**config.mk**
```make
export PLATFORM = sky130hd
export DESIGN_NAME = lvds_link
export DESIGN_NICKNAME = d
export VERILOG_FILES = /design/src/lvds_link_pkg.sv /design/src/lvds_link.sv /design/src/sync2.sv /design/src/word_fifo.sv
export VERILOG_INCLUDE_DIRS = /design/src
export SDC_FILE = /design/constraint.sdc
export NUM_CORES = 1
export LEC_CHECK = 0
export ABC_CLOCK_PERIOD_IN_PS = 6700
export BUFFER_PORTS_ARGS = -buffer_cell sky130_fd_sc_hd__buf_2
export CAP_MARGIN = 25
export CORE_UTILIZATION = 30
export CTS_CLUSTER_DIAMETER = 50
export DETAILED_ROUTE_END_ITERATION = 8
export PLACE_DENSITY_LB_ADDON = 0.12
export REMOVE_ABC_BUFFERS = 1
export SETUP_SLACK_MARGIN = 0.4
export SLEW_MARGIN = 10
export SYNTH_ARGS = -nofsm -noshare
export SYNTH_HDL_FRONTEND = slang
export SYNTH_SLANG_ARGS = --single-unit
```
**constraint.sdc**
```tcl
create_clock -name i_clock -period 6.7 [get_ports i_clock]
set_input_delay 0.67 -clock i_clock [delete_from_list [all_inputs] [get_ports i_clock]]
set_output_delay 0.67 -clock i_clock [all_outputs]
set_load 0.02 [all_outputs]
```
**src/lvds_link_defines.svh**
```systemverilog
// constants for the seven-to-one serial link: widths, slot layout and timing counts
`ifndef LVDS_LINK_DEFINES_SVH
`define LVDS_LINK_DEFINES_SVH

`define WORD_W 21
`define LANES 3
`define SLOTS 7
`define SLOT_W 3
`define SLOT_LAST 3'h6
`define SLOT_IDLE 3'h7
`define FWD_HIGH_SLOTS 3'h4
`define FIFO_DEPTH 16
`define STROBE_DELAY 9

`define CLK_PERIOD_PS 10000
`define TX_PD_DELAY_NS 100
`define TX_PD_CYCLES ((`TX_PD_DELAY_NS * 1000) / `CLK_PERIOD_PS)
`define RX_PD_DELAY_US 1
`define RX_PD_CYCLES ((`RX_PD_DELAY_US * 1000000) / `CLK_PERIOD_PS)
`define TX_LOCK_TIME_MS 10
`define TX_LOCK_CYCLES (32'((`TX_LOCK_TIME_MS * 64'd1000000000) / `CLK_PERIOD_PS))
`define RX_LOCK_TIME_MS 10
`define RX_LOCK_CYCLES (32'((`RX_LOCK_TIME_MS * 64'd1000000000) / `CLK_PERIOD_PS))
`define RX_BIT0_POS_PS 1100
`define RX_BIT6_POS_PS 14300
`define RX_SLOT_SPACING_PS ((`RX_BIT6_POS_PS - `RX_BIT0_POS_PS) / (`SLOTS - 1))

`endif

```
**src/lvds_link_pkg.sv**
```systemverilog
// types shared by the serial link files
`include "lvds_link_defines.svh"

package lvds_link_pkg;
  typedef logic [`WORD_W-1:0] word_t;
  typedef logic [`SLOTS-1:0] slot_bits_t;
  typedef slot_bits_t [`LANES-1:0] frame_t;
  typedef logic [`LANES-1:0] lane_bits_t;
  typedef logic [`SLOT_W-1:0] slot_t;
  typedef struct packed {
    lane_bits_t lane;
    logic fwd_clock;
    logic oe;
  } serial_tx_t;
  typedef struct packed {
    lane_bits_t lane;
    logic fwd_clock;
  } serial_rx_t;
endpackage

```
**src/lvds_link.sv**
```systemverilog
// seven-to-one serial link: transmitter and receiver logic of the device
`timescale 1ns/1ps
`default_nettype none
`include "lvds_link_defines.svh"

module lvds_link
  import lvds_link_pkg::*;
#(
  parameter int unsigned TX_LOCK_CYCLES = `TX_LOCK_CYCLES,
  parameter int unsigned RX_LOCK_CYCLES = `RX_LOCK_CYCLES
) (
  // clock and reset
  input wire logic i_clock,
  input wire logic i_srst,
  // transmitter parallel side (pins)
  input wire lvds_link_pkg::word_t i_parallel_word_in,
  input wire logic i_parallel_clock_in,
  input wire logic i_tx_power_down_n,
  output logic o_word_ready,
  // transmitter serial side
  output lvds_link_pkg::serial_tx_t o_serial_lane_out,
  // receiver serial side (pins)
  input wire lvds_link_pkg::serial_rx_t i_serial_lane_in,
  input wire logic i_rx_power_down_n,
  // receiver parallel side
  output lvds_link_pkg::word_t o_parallel_word_out,
  output logic o_recovered_strobe_out,
  output logic o_rx_locked
);
  import lvds_link_pkg::*;

  ////////////////////////////////////////////////////////////////////////////
  // pin synchronisers

  word_t tx_word_s;
  logic tx_pclk_s;
  logic tx_pd_n_s;
  serial_rx_t rx_s;
  logic rx_pd_n_s;

  sync2 #(.WIDTH(`WORD_W + 2)) u_tx_sync (
    .i_clock(i_clock),
    .i_srst(i_srst),
    .i_async({i_parallel_word_in, i_parallel_clock_in, i_tx_power_down_n}),
    .o_sync({tx_word_s, tx_pclk_s, tx_pd_n_s})
  );

  sync2 #(.WIDTH(`LANES + 2)) u_rx_sync (
    .i_clock(i_clock),
    .i_srst(i_srst),
    .i_async({i_serial_lane_in, i_rx_power_down_n}),
    .o_sync({rx_s, rx_pd_n_s})
  );

  ////////////////////////////////////////////////////////////////////////////
  // transmitter: lock, capture and buffering

  logic tx_pclk_d_r;
  logic tx_clock_seen_r;
  logic [31:0] tx_lock_cnt_r;
  logic tx_locked_r;
  logic tx_run;
  logic tx_pclk_rise;
  logic fifo_ready;
  logic fifo_valid;
  word_t fifo_data;
  logic capture;
  logic load;

  assign tx_pclk_rise = tx_pclk_s && !tx_pclk_d_r;
  assign tx_run = tx_locked_r && tx_pd_n_s;
  // capture only while running; the source must watch o_word_ready
  assign capture = tx_pclk_rise && tx_run;
  assign o_word_ready = fifo_ready && tx_run;

  always_ff @(posedge i_clock) begin
    if (i_srst || !tx_pd_n_s) begin
      tx_pclk_d_r <= 1'b0;
      tx_clock_seen_r <= 1'b0;
      tx_lock_cnt_r <= '0;
      tx_locked_r <= 1'b0;
    end else begin
      tx_pclk_d_r <= tx_pclk_s;
      if (tx_pclk_rise) begin
        tx_clock_seen_r <= 1'b1;
      end
      // lock settles a fixed time after the parallel clock appears
      if (tx_clock_seen_r && !tx_locked_r) begin
        tx_lock_cnt_r <= tx_lock_cnt_r + 32'h1;
        tx_locked_r <= (tx_lock_cnt_r == TX_LOCK_CYCLES - 32'h1);
      end
    end
  end

  // words queued before a power-down are stale afterwards, so flush
  word_fifo #(.WIDTH(`WORD_W), .DEPTH(`FIFO_DEPTH)) u_fifo (
    .i_clock(i_clock),
    .i_srst(i_srst),
    .i_clear(!tx_pd_n_s),
    .i_valid(capture),
    .o_ready(fifo_ready),
    .i_data(tx_word_s),
    .o_valid(fifo_valid),
    .i_ready(load),
    .o_data(fifo_data)
  );

  ////////////////////////////////////////////////////////////////////////////
  // transmitter: serializer

  frame_t tx_frame_r;
  slot_t tx_slot_r;
  logic tx_busy_r;
  serial_tx_t tx_out_r;
  lane_bits_t tx_lane_bits;

  assign load = fifo_valid && tx_run && (!tx_busy_r || tx_slot_r == `SLOT_LAST);

  // lane l, slot s carries word bit l*7+s
  always_comb begin
    for (int l = 0; l < `LANES; l++) begin
      tx_lane_bits[l] = tx_frame_r[l][tx_slot_r];
    end
  end

  always_ff @(posedge i_clock) begin
    if (i_srst) begin
      tx_frame_r <= '0;
      tx_slot_r <= '0;
      tx_busy_r <= 1'b0;
    end else if (load) begin
      tx_frame_r <= frame_t'(fifo_data);
      tx_slot_r <= '0;
      tx_busy_r <= 1'b1;
    end else if (tx_busy_r) begin
      tx_slot_r <= tx_slot_r + 3'h1;
      tx_busy_r <= (tx_slot_r != `SLOT_LAST);
    end
  end

  // the forwarded clock runs only while frames flow, as it is made from the
  // serializer slot count; it is high for slots 0-3 and low for 4-6
  always_ff @(posedge i_clock) begin
    if (i_srst) begin
      tx_out_r <= '0;
    end else begin
      tx_out_r.lane <= tx_busy_r ? tx_lane_bits : '0;
      tx_out_r.fwd_clock <= tx_busy_r && (tx_slot_r < `FWD_HIGH_SLOTS);
      tx_out_r.oe <= tx_pd_n_s;
    end
  end

  assign o_serial_lane_out = tx_out_r;

  ////////////////////////////////////////////////////////////////////////////
  // receiver: clock recovery and lock

  logic rx_fwd_d_r;
  logic rx_rise;
  logic rx_clock_seen_r;
  logic [31:0] rx_lock_cnt_r;
  logic rx_locked_r;
  logic rx_active;

  assign rx_rise = rx_s.fwd_clock && !rx_fwd_d_r;
  assign rx_active = rx_locked_r && rx_pd_n_s;

  always_ff @(posedge i_clock) begin
    if (i_srst || !rx_pd_n_s) begin
      rx_fwd_d_r <= 1'b0;
      rx_clock_seen_r <= 1'b0;
      rx_lock_cnt_r <= '0;
      rx_locked_r <= 1'b0;
    end else begin
      rx_fwd_d_r <= rx_s.fwd_clock;
      if (rx_rise) begin
        rx_clock_seen_r <= 1'b1;
      end
      if (rx_clock_seen_r && !rx_locked_r) begin
        rx_lock_cnt_r <= rx_lock_cnt_r + 32'h1;
        rx_locked_r <= (rx_lock_cnt_r == RX_LOCK_CYCLES - 32'h1);
      end
    end
  end

  ////////////////////////////////////////////////////////////////////////////
  // receiver: slot sampler and output word

  slot_t rx_slot_r;
  slot_t rx_idx;
  logic rx_sample;
  logic rx_done;
  logic rx_done_r;
  frame_t rx_frame_r;
  word_t rx_word_r;
  logic [`STROBE_DELAY-1:0] rx_strobe_line_r;
  logic rx_strobe_r;

  // slot 0 lines up with the forwarded clock rise, one slot per cycle after
  assign rx_idx = rx_rise ? '0 : rx_slot_r;
  assign rx_sample = rx_rise || (rx_slot_r != `SLOT_IDLE);
  assign rx_done = rx_sample && (rx_idx == `SLOT_LAST);

  always_ff @(posedge i_clock) begin
    if (i_srst) begin
      rx_slot_r <= `SLOT_IDLE;
      rx_frame_r <= '0;
      rx_done_r <= 1'b0;
    end else begin
      rx_done_r <= rx_done;
      if (rx_sample) begin
        rx_slot_r <= (rx_idx == `SLOT_LAST) ? `SLOT_IDLE : rx_idx + 3'h1;
        for (int l = 0; l < `LANES; l++) begin
          rx_frame_r[l][rx_idx] <= rx_s.lane[l];
        end
      end
    end
  end

  // strobe is the forwarded clock delayed so its rise lands two cycles
  // after the word updates; its period therefore follows the link
  always_ff @(posedge i_clock) begin
    if (i_srst) begin
      rx_word_r <= '0;
      rx_strobe_line_r <= '0;
      rx_strobe_r <= 1'b0;
    end else begin
      rx_strobe_line_r <= {rx_strobe_line_r[`STROBE_DELAY-2:0], rx_s.fwd_clock};
      rx_strobe_r <= rx_active && rx_strobe_line_r[`STROBE_DELAY-1];
      if (!rx_active) begin
        rx_word_r <= '0;
      end else if (rx_done_r) begin
        rx_word_r <= word_t'(rx_frame_r);
      end
    end
  end

  assign o_parallel_word_out = rx_word_r;
  assign o_recovered_strobe_out = rx_strobe_r;
  assign o_rx_locked = rx_locked_r;
endmodule // lvds_link

`default_nettype wire

```
**src/sync2.sv**
```systemverilog
// two-flop synchroniser for pin inputs
`timescale 1ns/1ps
`default_nettype none

module sync2 #(
  parameter int WIDTH = 1
) (
  // clock and reset
  input wire logic i_clock,
  input wire logic i_srst,
  // asynchronous input and its synchronised copy
  input wire logic [WIDTH-1:0] i_async,
  output logic [WIDTH-1:0] o_sync
);
  logic [WIDTH-1:0] meta_r;
  logic [WIDTH-1:0] sync_r;

  always_ff @(posedge i_clock) begin
    if (i_srst) begin
      meta_r <= '0;
      sync_r <= '0;
    end else begin
      meta_r <= i_async;
      sync_r <= meta_r;
    end
  end

  assign o_sync = sync_r;
endmodule // sync2

`default_nettype wire

```
**src/word_fifo.sv**
```systemverilog
// synchronous FIFO with valid/ready on both sides
`timescale 1ns/1ps
`default_nettype none

module word_fifo #(
  parameter int WIDTH = 8,
  parameter int DEPTH = 16
) (
  // clock, reset and flush
  input wire logic i_clock,
  input wire logic i_srst,
  input wire logic i_clear,
  // fill side
  input wire logic i_valid,
  output logic o_ready,
  input wire logic [WIDTH-1:0] i_data,
  // drain side
  output logic o_valid,
  input wire logic i_ready,
  output logic [WIDTH-1:0] o_data
);
  localparam int AW = $clog2(DEPTH);
  logic [WIDTH-1:0] mem [DEPTH];
  logic [AW-1:0] wr_r;
  logic [AW-1:0] rd_r;
  logic [AW:0] count_r;
  logic push;
  logic pop;

  assign o_ready = (count_r != (AW+1)'(DEPTH));
  assign o_valid = (count_r != '0);
  assign push = i_valid && o_ready;
  assign pop = o_valid && i_ready;
  assign o_data = mem[rd_r];

  always_ff @(posedge i_clock) begin
    if (push) begin
      mem[wr_r] <= i_data;
    end
  end

  always_ff @(posedge i_clock) begin
    if (i_srst || i_clear) begin
      wr_r <= '0;
      rd_r <= '0;
      count_r <= '0;
    end else begin
      if (push) begin
        wr_r <= wr_r + 1'b1;
      end
      if (pop) begin
        rd_r <= rd_r + 1'b1;
      end
      count_r <= count_r + (AW+1)'(push) - (AW+1)'(pop);
    end
  end
endmodule // word_fifo

`default_nettype wire

```
==> results.ini, run 1 <==
[clock_tree]
ctsHoldBuffers=0
postCtsSetupBuffers=0
path_clk_slew_ps=50
h-tree-depth=3
cts_buffers=79
root_buffer=clkbuf_16
clkLatencyLatePin_ps=610
cts_buffer_depth=3
cts.sinks=561
cts_resized=0
cts_tree=built

[global_route]
busiest_layer=met2
grt_usage=0.141
grt_pass1_vias=12395
grt_start_max_net_pins=66
grt_use_met3=0.0268
gr-total-overflow=0
antenna_found_initial=0
grt_pass1_wl_um=76600
grt.met1_usage=0.192
met2_usage=0.226

[synthesis]
synth-async-reset-ratio=0
ys_seq_elements=561
ys_top_cells_by_area=edfxtp_1, dfxtp_1, mux4_2
synthMuxAreaShare=0.110
postSynthCellCount=1512
synth_area_per_cell_um2=14.1
synth_edf_count=336
synth_top_family_by_area=multiplexers
synth_warnings=0
synth_simple_gate_area_frac=0.108
synthAdderAreaFrac=0.0109
synth_compound_area_frac=0.0397
synth_top_area_share=0.472
yosysTopAreaCell=edfxtp_1
ys_types=54
yosysSeqAreaShare=0.683
synth_area_mm2=0.0214
synth_ff_type=edfxtp_1
synth_xor_area_frac=0.0274

[sta]
drv_slew=0
finalSetupViolCount=0
hold_viol_final=0
timing.final.crit_share=0.530
relSlewSlack=0.372
rsz0062_at_grt=no
setup_tns_ps=0
worstMarginPinSlew_ps=939
max_freq_ghz=0.281
skew_ps=27.8
min_period_ps=3550

[detailed_routing]
ant_nets=0
dr.pass1.iters=4
drc_errors=0
routedWlPerCell_um=19.1
via_per_inst=4.63
vias=12029
wl_um=49600
drt_iter0_drc=680

[placement]
dpl_cell_area_mm2=0.0227
dp_cells=2449
dp_hpwl_um=28900
place_congestion=0.720
io_buffer_count=58

[power]
p_int_mw=6.18
p_seq_frac=0.471
switching_share=0.215
power_mw=7.87
pwr-share-comb=0.014
clkPwrFrac=0.515
p_sw_mw=1.70
p_leak_nw=8.76
power.density_mw_per_mm2=311
vdd_drop_max_mv=0.165

[setup_path]
criticalPathCategory=reg2reg
startpoint_type=flop
reg2reg_slack_ps=3150
rr_worst_depth=15
reg2reg_to=u_fifo.count_r[4]
crit_arrival_ps=4070
worstPathRequired_ps=7220
crit_path_end_kind=flop
r2r_start=u_fifo.count_r[3]
cp_max_fo=42

[final_layout]
instances_no_fill=2597
nets=1639
area_growth_pct=18.6
diodes=0
design_area_mm2=0.0253
num-fill-cells=6705
drive_gt1_frac=0.193
regArea_mm2=0.0146
multi_input_area_mm2=0.00641

[floorplan]
row_count=97
pin_count=59
die_w_um=269
initial_utilization=0.304
dieHeight_um=269
die_area_mm2=0.0723
coreArea_mm2=0.0703

[run_status]
outcome=finished clean

[hold_path]
hp-class=in2reg
hold_start=i_parallel_word_in[6]
min_to=u_tx_sync.meta_r[8]
whs_path_depth=2

[run]
cap_violations=0

[worst max-delay path: stages (launching register included)]
cell and delay [ps]:
dfxtp_1 350, inv_1 70, ha_1 220, a31o_2 290, nand2b_1 330, inv_2 670
ha_1 350, inv_1 60, ha_1 160, inv_1 60, fa_1 410, inv_1 70
a21oi_1 50, nor2_1 130, o21ai_0 110, a21oi_1 140
[cell usage in the layout (no fill, tap or decap), drive strengths merged, types with 9 or more instances in the layout]
master      n
edfxtp    336
dfxtp     225
nor2      159
clkbuf    101
buf        77
nand2      73
mux2i      71
nor2b      68
mux4       59
xnor2      44
o22ai      42
a21oi      42
inv        37
o21ai      34
nand3      30
mux2       28
nor3       25
nor4       24
xor2       23
clkinv     23
ha         17
and2       13
nand4      13
a211oi     10
clkinvlp    9
nand2b      9
and4        9
[kinds of logic (layout without fill, tap and decap cells)]
kind of cell    count (synthesis)  count (layout)
mux                           158             158
xor+xnor                       67              67
flops                         561             561
compound gates                143             143
simple gates                  457             457
buf+inv                       108             253
fa+ha+maj                      18              18
[cell type report]
class | instances | area share
clock buffer | 101 | 0.0820
tap | 940 | 0.0464
timing repair buffer | 77 | 0.0186
inverter | 29 | 0.00429
clock inverter | 46 | 0.0195
sequential | 561 | 0.576
multi-input combinational | 843 | 0.253
[Yosys cell counts, types with 29 or more instances]
library cell / number
a21oi_1: 42
clkbuf_1: 40
dfxtp_1: 225
edfxtp_1: 336
mux2i_1: 71
mux4_2: 59
nand2_1: 73
nand3_1: 29
nor2_1: 159
nor2b_1: 68
o21ai_0: 29
o22ai_1: 42
xnor2_1: 44
[worst max-delay path by stage]
stage,depth (start not counted),to,slack (ps),from
6_report,15,u_fifo.count_r[4],3150,u_fifo.count_r[3]
5_1_grt,16,u_fifo.count_r[4],2820,tx_slot_r[0]
4_1_cts,15,u_fifo.count_r[4],3090,u_fifo.count_r[3]
3_5_place_dp,15,u_fifo.count_r[4],3130,u_fifo.count_r[2]
3_3_place_gp,15,u_fifo.count_r[4],3200,u_fifo.count_r[3]
2_1_floorplan,5,tx_frame_r[20],2560,u_fifo.rd_r[2]
[power by group through the flow]
stage	Clock, mW	Combinational [mW]	Sequential (mW)
after detailed placement	0	0.114	3.78
after global routing	4.31	0.128	3.71
final	4.05	0.112	3.71
after CTS	4.18	0.115	3.71
after global placement	0	0.113	3.78
after floorplan	0	0.0693	3.77
[routing by layer]
metal,vias up,wire (µm)
met5,-,0
met3,87,1760
met4,0,1160
met2,196,23200
met1,5991,23500
li1,5755,-
[flip-flops by register name (all words and copies together), names as in the netlist, 3 cells and up]
name,flops
u_tx_sync.meta_r,23
u_tx_sync.o_sync,23
rx_slot_r,3
u_fifo.mem,336
tx_slot_r,3
tx_frame_r,21
tx_lock_cnt_r,32
rx_lock_cnt_r,32
o_serial_lane_out,5
u_rx_sync.meta_r,5
rx_frame_r,21
u_fifo.count_r,5
rx_strobe_line_r,9
u_fifo.wr_r,4
o_parallel_word_out,21
u_fifo.rd_r,4
u_rx_sync.o_sync,5
[metrics by stage]
step,hold WS [ps],setup slack (ps),utilization
final,277,3150,0.361
after detailed placement,423,3130,0.324
after global placement,417,3200,0.324
after floorplan,414,2560,-
after global routing,253,2820,0.361
after CTS,226,3090,0.360
Power figures use the tool's default switching activity.
==> inputs of run 2 (changes only) <==
- ABC_CLOCK_PERIOD_IN_PS: 6700 -> 2900
- clock period: 6.7 -> 2.9 ns (I/O delays scaled with it)
==> results.ini, run 2 (synthesis gave the netlist of run 1 again) <==
[setup_path]
slowest_delay_ps=350
path_depth=14
cp_max_fo=4
rr_worst_depth=14
crit_arrival_ps=2880
slowest_stage=dfxtp_1
crit_family=simple AND/OR/NAND/NOR gates
path_cells=nor2_2, a31o_2, nand2b_4, inv_2, ha_1, inv_1, ha_1, inv_2, fa_2, inv_1, a21oi_2, nor2_1, or3_1, a21oi_1
crit_path_end_kind=flop
worstPathRequired_ps=3420
criticalPathCategory=reg2reg
path_buf_inv=4
startpoint_type=flop

[floorplan]
initial_utilization=0.304
pin_count=59
die_w_um=269
dieHeight_um=269
row_count=97
die_area_mm2=0.0723
coreArea_mm2=0.0703

[final_layout]
area_growth_pct=22.2
regArea_mm2=0.0146
nets=1707
multi_input_area_mm2=0.00645
top_regs=u_fifo.mem (336), rx_lock_cnt_r (32), tx_lock_cnt_r (32)
design_area_mm2=0.0261
postLayoutCoreUtil=0.372
diodes=0
final_cell_mix=edfxtp_1, dfxtp_1, nor2_1, clkbuf_16, nand2_1
layout_commonest_cell=edfxtp_1
num-fill-cells=6708
regMostFlops=u_fifo.mem
largest_reg_flops=336
drive_gt1_frac=0.217

[detailed_routing]
met3_length_um=1720
met1_length_um=24000
drt_iter0_drc=625
via_per_inst=4.62
dr.pass1.iters=4
ant_nets=0
wl_met2_um=23600
wl_um=50400
routedWlPerCell_um=18.9
routed.top_layer=met4
drc_errors=0
vias=12326

[hold_path]
whs_path_depth=2
hp-class=in2reg

[power]
power_mw=18.5
p_leak_nw=9.19
power.density_mw_per_mm2=707
vdd_drop_max_mv=0.407

[global_route]
antenna_found_initial=1
grt_usage=0.144
gr-total-overflow=0
grt_start_max_net_pins=64
grt_pass1_vias=12883
grt_pass1_wl_um=78000

[clock_tree]
cts_buffer_depth=3
h-tree-depth=3
cts.sinks=561
cts_buffers=80
clkLatencyLatePin_ps=610
root_buffer=clkbuf_16
cts_tree=built
path_clk_slew_ps=50

[sta]
min_period_ps=2360
max_freq_ghz=0.423
hold_viol_final=0
final.setup.worst_slack_ps=535
finalSetupViolCount=0
drv_slew=0
relSlewSlack=0.429
rsz0062_at_grt=no
timing.final.crit_share=0.815
skew_ps=28.4
worstMarginPinSlew_ps=854

[placement]
dpl_cell_area_mm2=0.0231
place_congestion=0.735
dpl_worst_slack_ps=378
io_buffer_count=58
dp_hpwl_um=31200

[run_status]
outcome=finished clean

[run]
cap_violations=0

==> run 2: cell types whose count changed in the layout (fill, tap and decap cells not counted), sizes merged <==
cell         delta
clkinvlp        -5
dlygate4sd3    +28
inv             +1
clkbuf          -3
buf            +39
clkinv         +10
==> run 2: worst paths after layout <==
kind	from	to	slack [ps]
setup / recovery	u_fifo.count_r[1]	u_fifo.count_r[4]	540
hold / removal	i_srst	tx_frame_r[9]	180
setup reg to reg	u_fifo.count_r[1]	u_fifo.count_r[4]	540
hold reg to reg	u_tx_sync.meta_r[21]	u_tx_sync.o_sync[21]	420
==> run 2: metal layers <==
layer  vias up  global-route usage
met1      6135               0.193
met5         -                   0
li1       5898                   -
met2       199               0.234
met3        94              0.0283
met4         0              0.0416
==> run 2: final cells by class <==
cell class / count / area share
Tap cell: 940 / 0.0450
Timing Repair Buffer: 144 / 0.0424
Multi-Input combinational cell: 843 / 0.247
Sequential cell: 561 / 0.559
Clock buffer: 98 / 0.0827
Inverter: 29 / 0.00417
Clock inverter: 52 / 0.0203
==> run 2: what timing repair did <==
item,in CTS,in global routing
pin swaps,1,3
hold endpoints to repair,28,0
resized for setup,4,7
hold buffers,28,0
setup buffers,1,0
setup endpoints to repair,1,1
==> run 2: power breakdown <==
part | leakage (nW) | total, mW | switching (mW) | internal (mW)
Sequential | 5.54 | 8.57 | 0.0886 | 8.48
Clock | 1.31 | 9.62 | 3.70 | 5.93
Combinational | 2.34 | 0.291 | 0.158 | 0.133
==> run 2: per-stage QoR <==
stage | hold WS [ps] | TNS [ps] | cells
2_1_floorplan | 359 | -51280 | 1433
3_3_place_gp | 415 | 0 | 2488
3_5_place_dp | 423 | 0 | 2488
4_1_cts | 158 | 0 | 2667
6_report | 185 | 0 | 2667
5_1_grt | 176 | 0 | 2667
==> inputs of run 3 (changes only) <==
- ABC_AREA: unset -> 1
- ABC_CLOCK_PERIOD_IN_PS: 2900 -> 2400
- clock period: 2.9 -> 2.4 ns (I/O delays scaled with it)
==> results.ini, run 3 <==
[setup_path]
reg2reg_slack_ps=190
cp_max_fo=2
criticalPathCategory=reg2reg
crit_path_end_kind=flop
worstPathRequired_ps=2880
rr_worst_depth=14
crit_arrival_ps=2690
startpoint_type=flop

[placement]
place_congestion=0.791
dp_hpwl_um=33600
dpl_cell_area_mm2=0.0245
dp_cells=3297
io_buffer_count=58

[floorplan]
die_w_um=277
pin_count=59
coreArea_mm2=0.0746
dieHeight_um=277
row_count=100
initial_utilization=0.304
die_area_mm2=0.0767

[synthesis]
synth.most_common_cell=nor2_1
synth_warnings=0
synth_ff_type=edfxtp_1
postSynthCellCount=2313
synth_simple_gate_area_frac=0.201
yosysTopAreaCell=edfxtp_1
synth_edf_count=336
synthAdderAreaFrac=0.0103
synth_common_cells=nor2_1, edfxtp_1, nand2_1, inv_1, dfxtp_1
synth_area_mm2=0.0227
ys_seq_elements=561
yosysSeqAreaShare=0.644
synth_compound_area_frac=0.0697
ys_types=44
synthMuxAreaShare=0.0104
synth_top_area_share=0.445
synth_area_per_cell_um2=9.80
synth_top_family_by_area=simple AND/OR/NAND/NOR gates
synth-async-reset-ratio=0
ys_top_cells_by_area=edfxtp_1, dfxtp_1, nor2_1
synth_xor_area_frac=0.00348

[detailed_routing]
routedWlPerCell_um=16.3
via_per_inst=4.55
dr.pass1.iters=5
drc_errors=0
ant_nets=0
wl_um=56600
drt_iter0_drc=802
vias=15772

[sta]
timing.final.crit_share=0.922
drv_slew=0
relSlewSlack=0.551
finalSetupViolCount=0
skew_ps=16.6
rsz0062_at_grt=yes
setup_tns_ps=0
min_period_ps=2210
max_freq_ghz=0.452
worstMarginPinSlew_ps=672
hold_viol_final=0

[final_layout]
top_regs=u_fifo.mem (336), rx_lock_cnt_r (32), tx_lock_cnt_r (32)
diodes=0
area_growth_pct=21.5
regMostFlops=u_fifo.mem
drive_gt1_frac=0.138
largest_reg_flops=336
final_cell_mix=nor2_1, edfxtp_1, nand2_1, inv_1, dfxtp_1
design_area_mm2=0.0275
nets=2487
instances_no_fill=3469
layout_commonest_cell=nor2_1

[clock_tree]
cts_buffer_depth=3
path_clk_slew_ps=60
h-tree-depth=3
cts_buffers=74
root_buffer=clkbuf_16
clkLatencyLatePin_ps=600
cts.sinks=561
cts_tree=built

[power]
vdd_drop_max_mv=0.501
p_leak_nw=10.4
power.density_mw_per_mm2=799

[global_route]
antenna_found_initial=0
grt_usage=0.147
grt_pass1_vias=15872
grt_pass1_wl_um=88800
gr-total-overflow=0
grt_start_max_net_pins=108

[run_status]
outcome=finished clean

[hold_path]
whs_path_depth=5
hp-class=in2reg

[run]
cap_violations=0

run 3: changes by cell type after synthesis, moves of 71 or more:
cell	change
mux2i_1	-71
inv_1	+205
nor2_1	+324
nand2_1	+208
o21ai_0	+125
nand3_1	+179
run 3: critical path, cell delays in order, from the launching register on:
cell and delay, ps:
dfxtp_2 350, inv_4 40, ha_4 160, a21oi_4 120, buf_6 130, nor2_4 50
ha_4 210, inv_2 60, ha_4 130, inv_2 40, fa_2 360, o21ai_2 170
a21oi_2 80, o21ai_1 170, a21oi_2 40
run 3: repair_timing:
| item | 4_1_cts | 5_1_grt |
|---|---|---|
| pin swaps | 9 | 12 |
| cloned | 0 | 2 |
| setup buffers | 1 | 4 |
| endpoints found under the hold margin | 28 | 0 |
| hold buffers | 28 | 0 |
| endpoints found under the setup margin | 263 | 351 |
| gates resized for setup | 25 | 35 |
run 3: logic make-up (layout without fill, tap and decap cells):
| logic type | Yosys count | in the layout |
|---|---|---|
| flip-flops | 561 | 561 |
| adder cells (fa/ha/maj) | 18 | 18 |
| AO/OA/AOI/OAI | 304 | 304 |
| AND/OR/NAND/NOR | 1059 | 1059 |
| multiplexers | 21 | 21 |
| XOR/XNOR | 9 | 9 |
| buffers and inverters | 341 | 528 |
run 3: path summary, 6_finish.rpt:
check | start | to
setup / recovery | tx_slot_r[0] | u_fifo.count_r[4]
hold / removal | i_srst | tx_frame_r[4]
setup reg to reg | tx_slot_r[0] | u_fifo.count_r[4]
hold reg to reg | u_tx_sync.meta_r[1] | u_tx_sync.o_sync[1]
run 3: power by group:
part / switching (mW) / leakage (nW) / total, mW / internal, mW
sequential: 0.115 / 4.92 / 10.4 / 10.3
combinational: 0.280 / 4.26 / 0.448 / 0.168
clock: 4.22 / 1.21 / 11.2 / 6.94
run 3: area by class of cell:
cell class                      count  area, µm²
Timing Repair Buffer              149       1370
Inverter                          242        913
Fill cell                        7385      47000
Tap cell                          969       1210
Clock buffer                      108       2160
Sequential cell                   561      14600
Clock inverter                     29        355
Multi-Input combinational cell   1411       6930
run 3: stage by stage:
step	setup WS (ps)	util	hold WS, ps	total power [mW]
6_report	186	0.369	229	22.0
4_1_cts	234	0.367	202	22.4
2_1_floorplan	-2860	-	309	10.8
5_1_grt	98.2	0.369	253	22.8
3_5_place_dp	-109	0.328	394	11.0
3_3_place_gp	-134	0.328	389	11.0
run 3: metal layers:
| layer | global-route usage | vias to the layer above | share of wire |
|---|---|---|---|
| met5 | 0 | - | 0 |
| met4 | 0.0434 | 0 | 0.023 |
| met3 | 0.0261 | 91 | 0.033 |
| met2 | 0.242 | 209 | 0.46 |
| met1 | 0.197 | 7525 | 0.48 |
| li1 | - | 7947 | - |
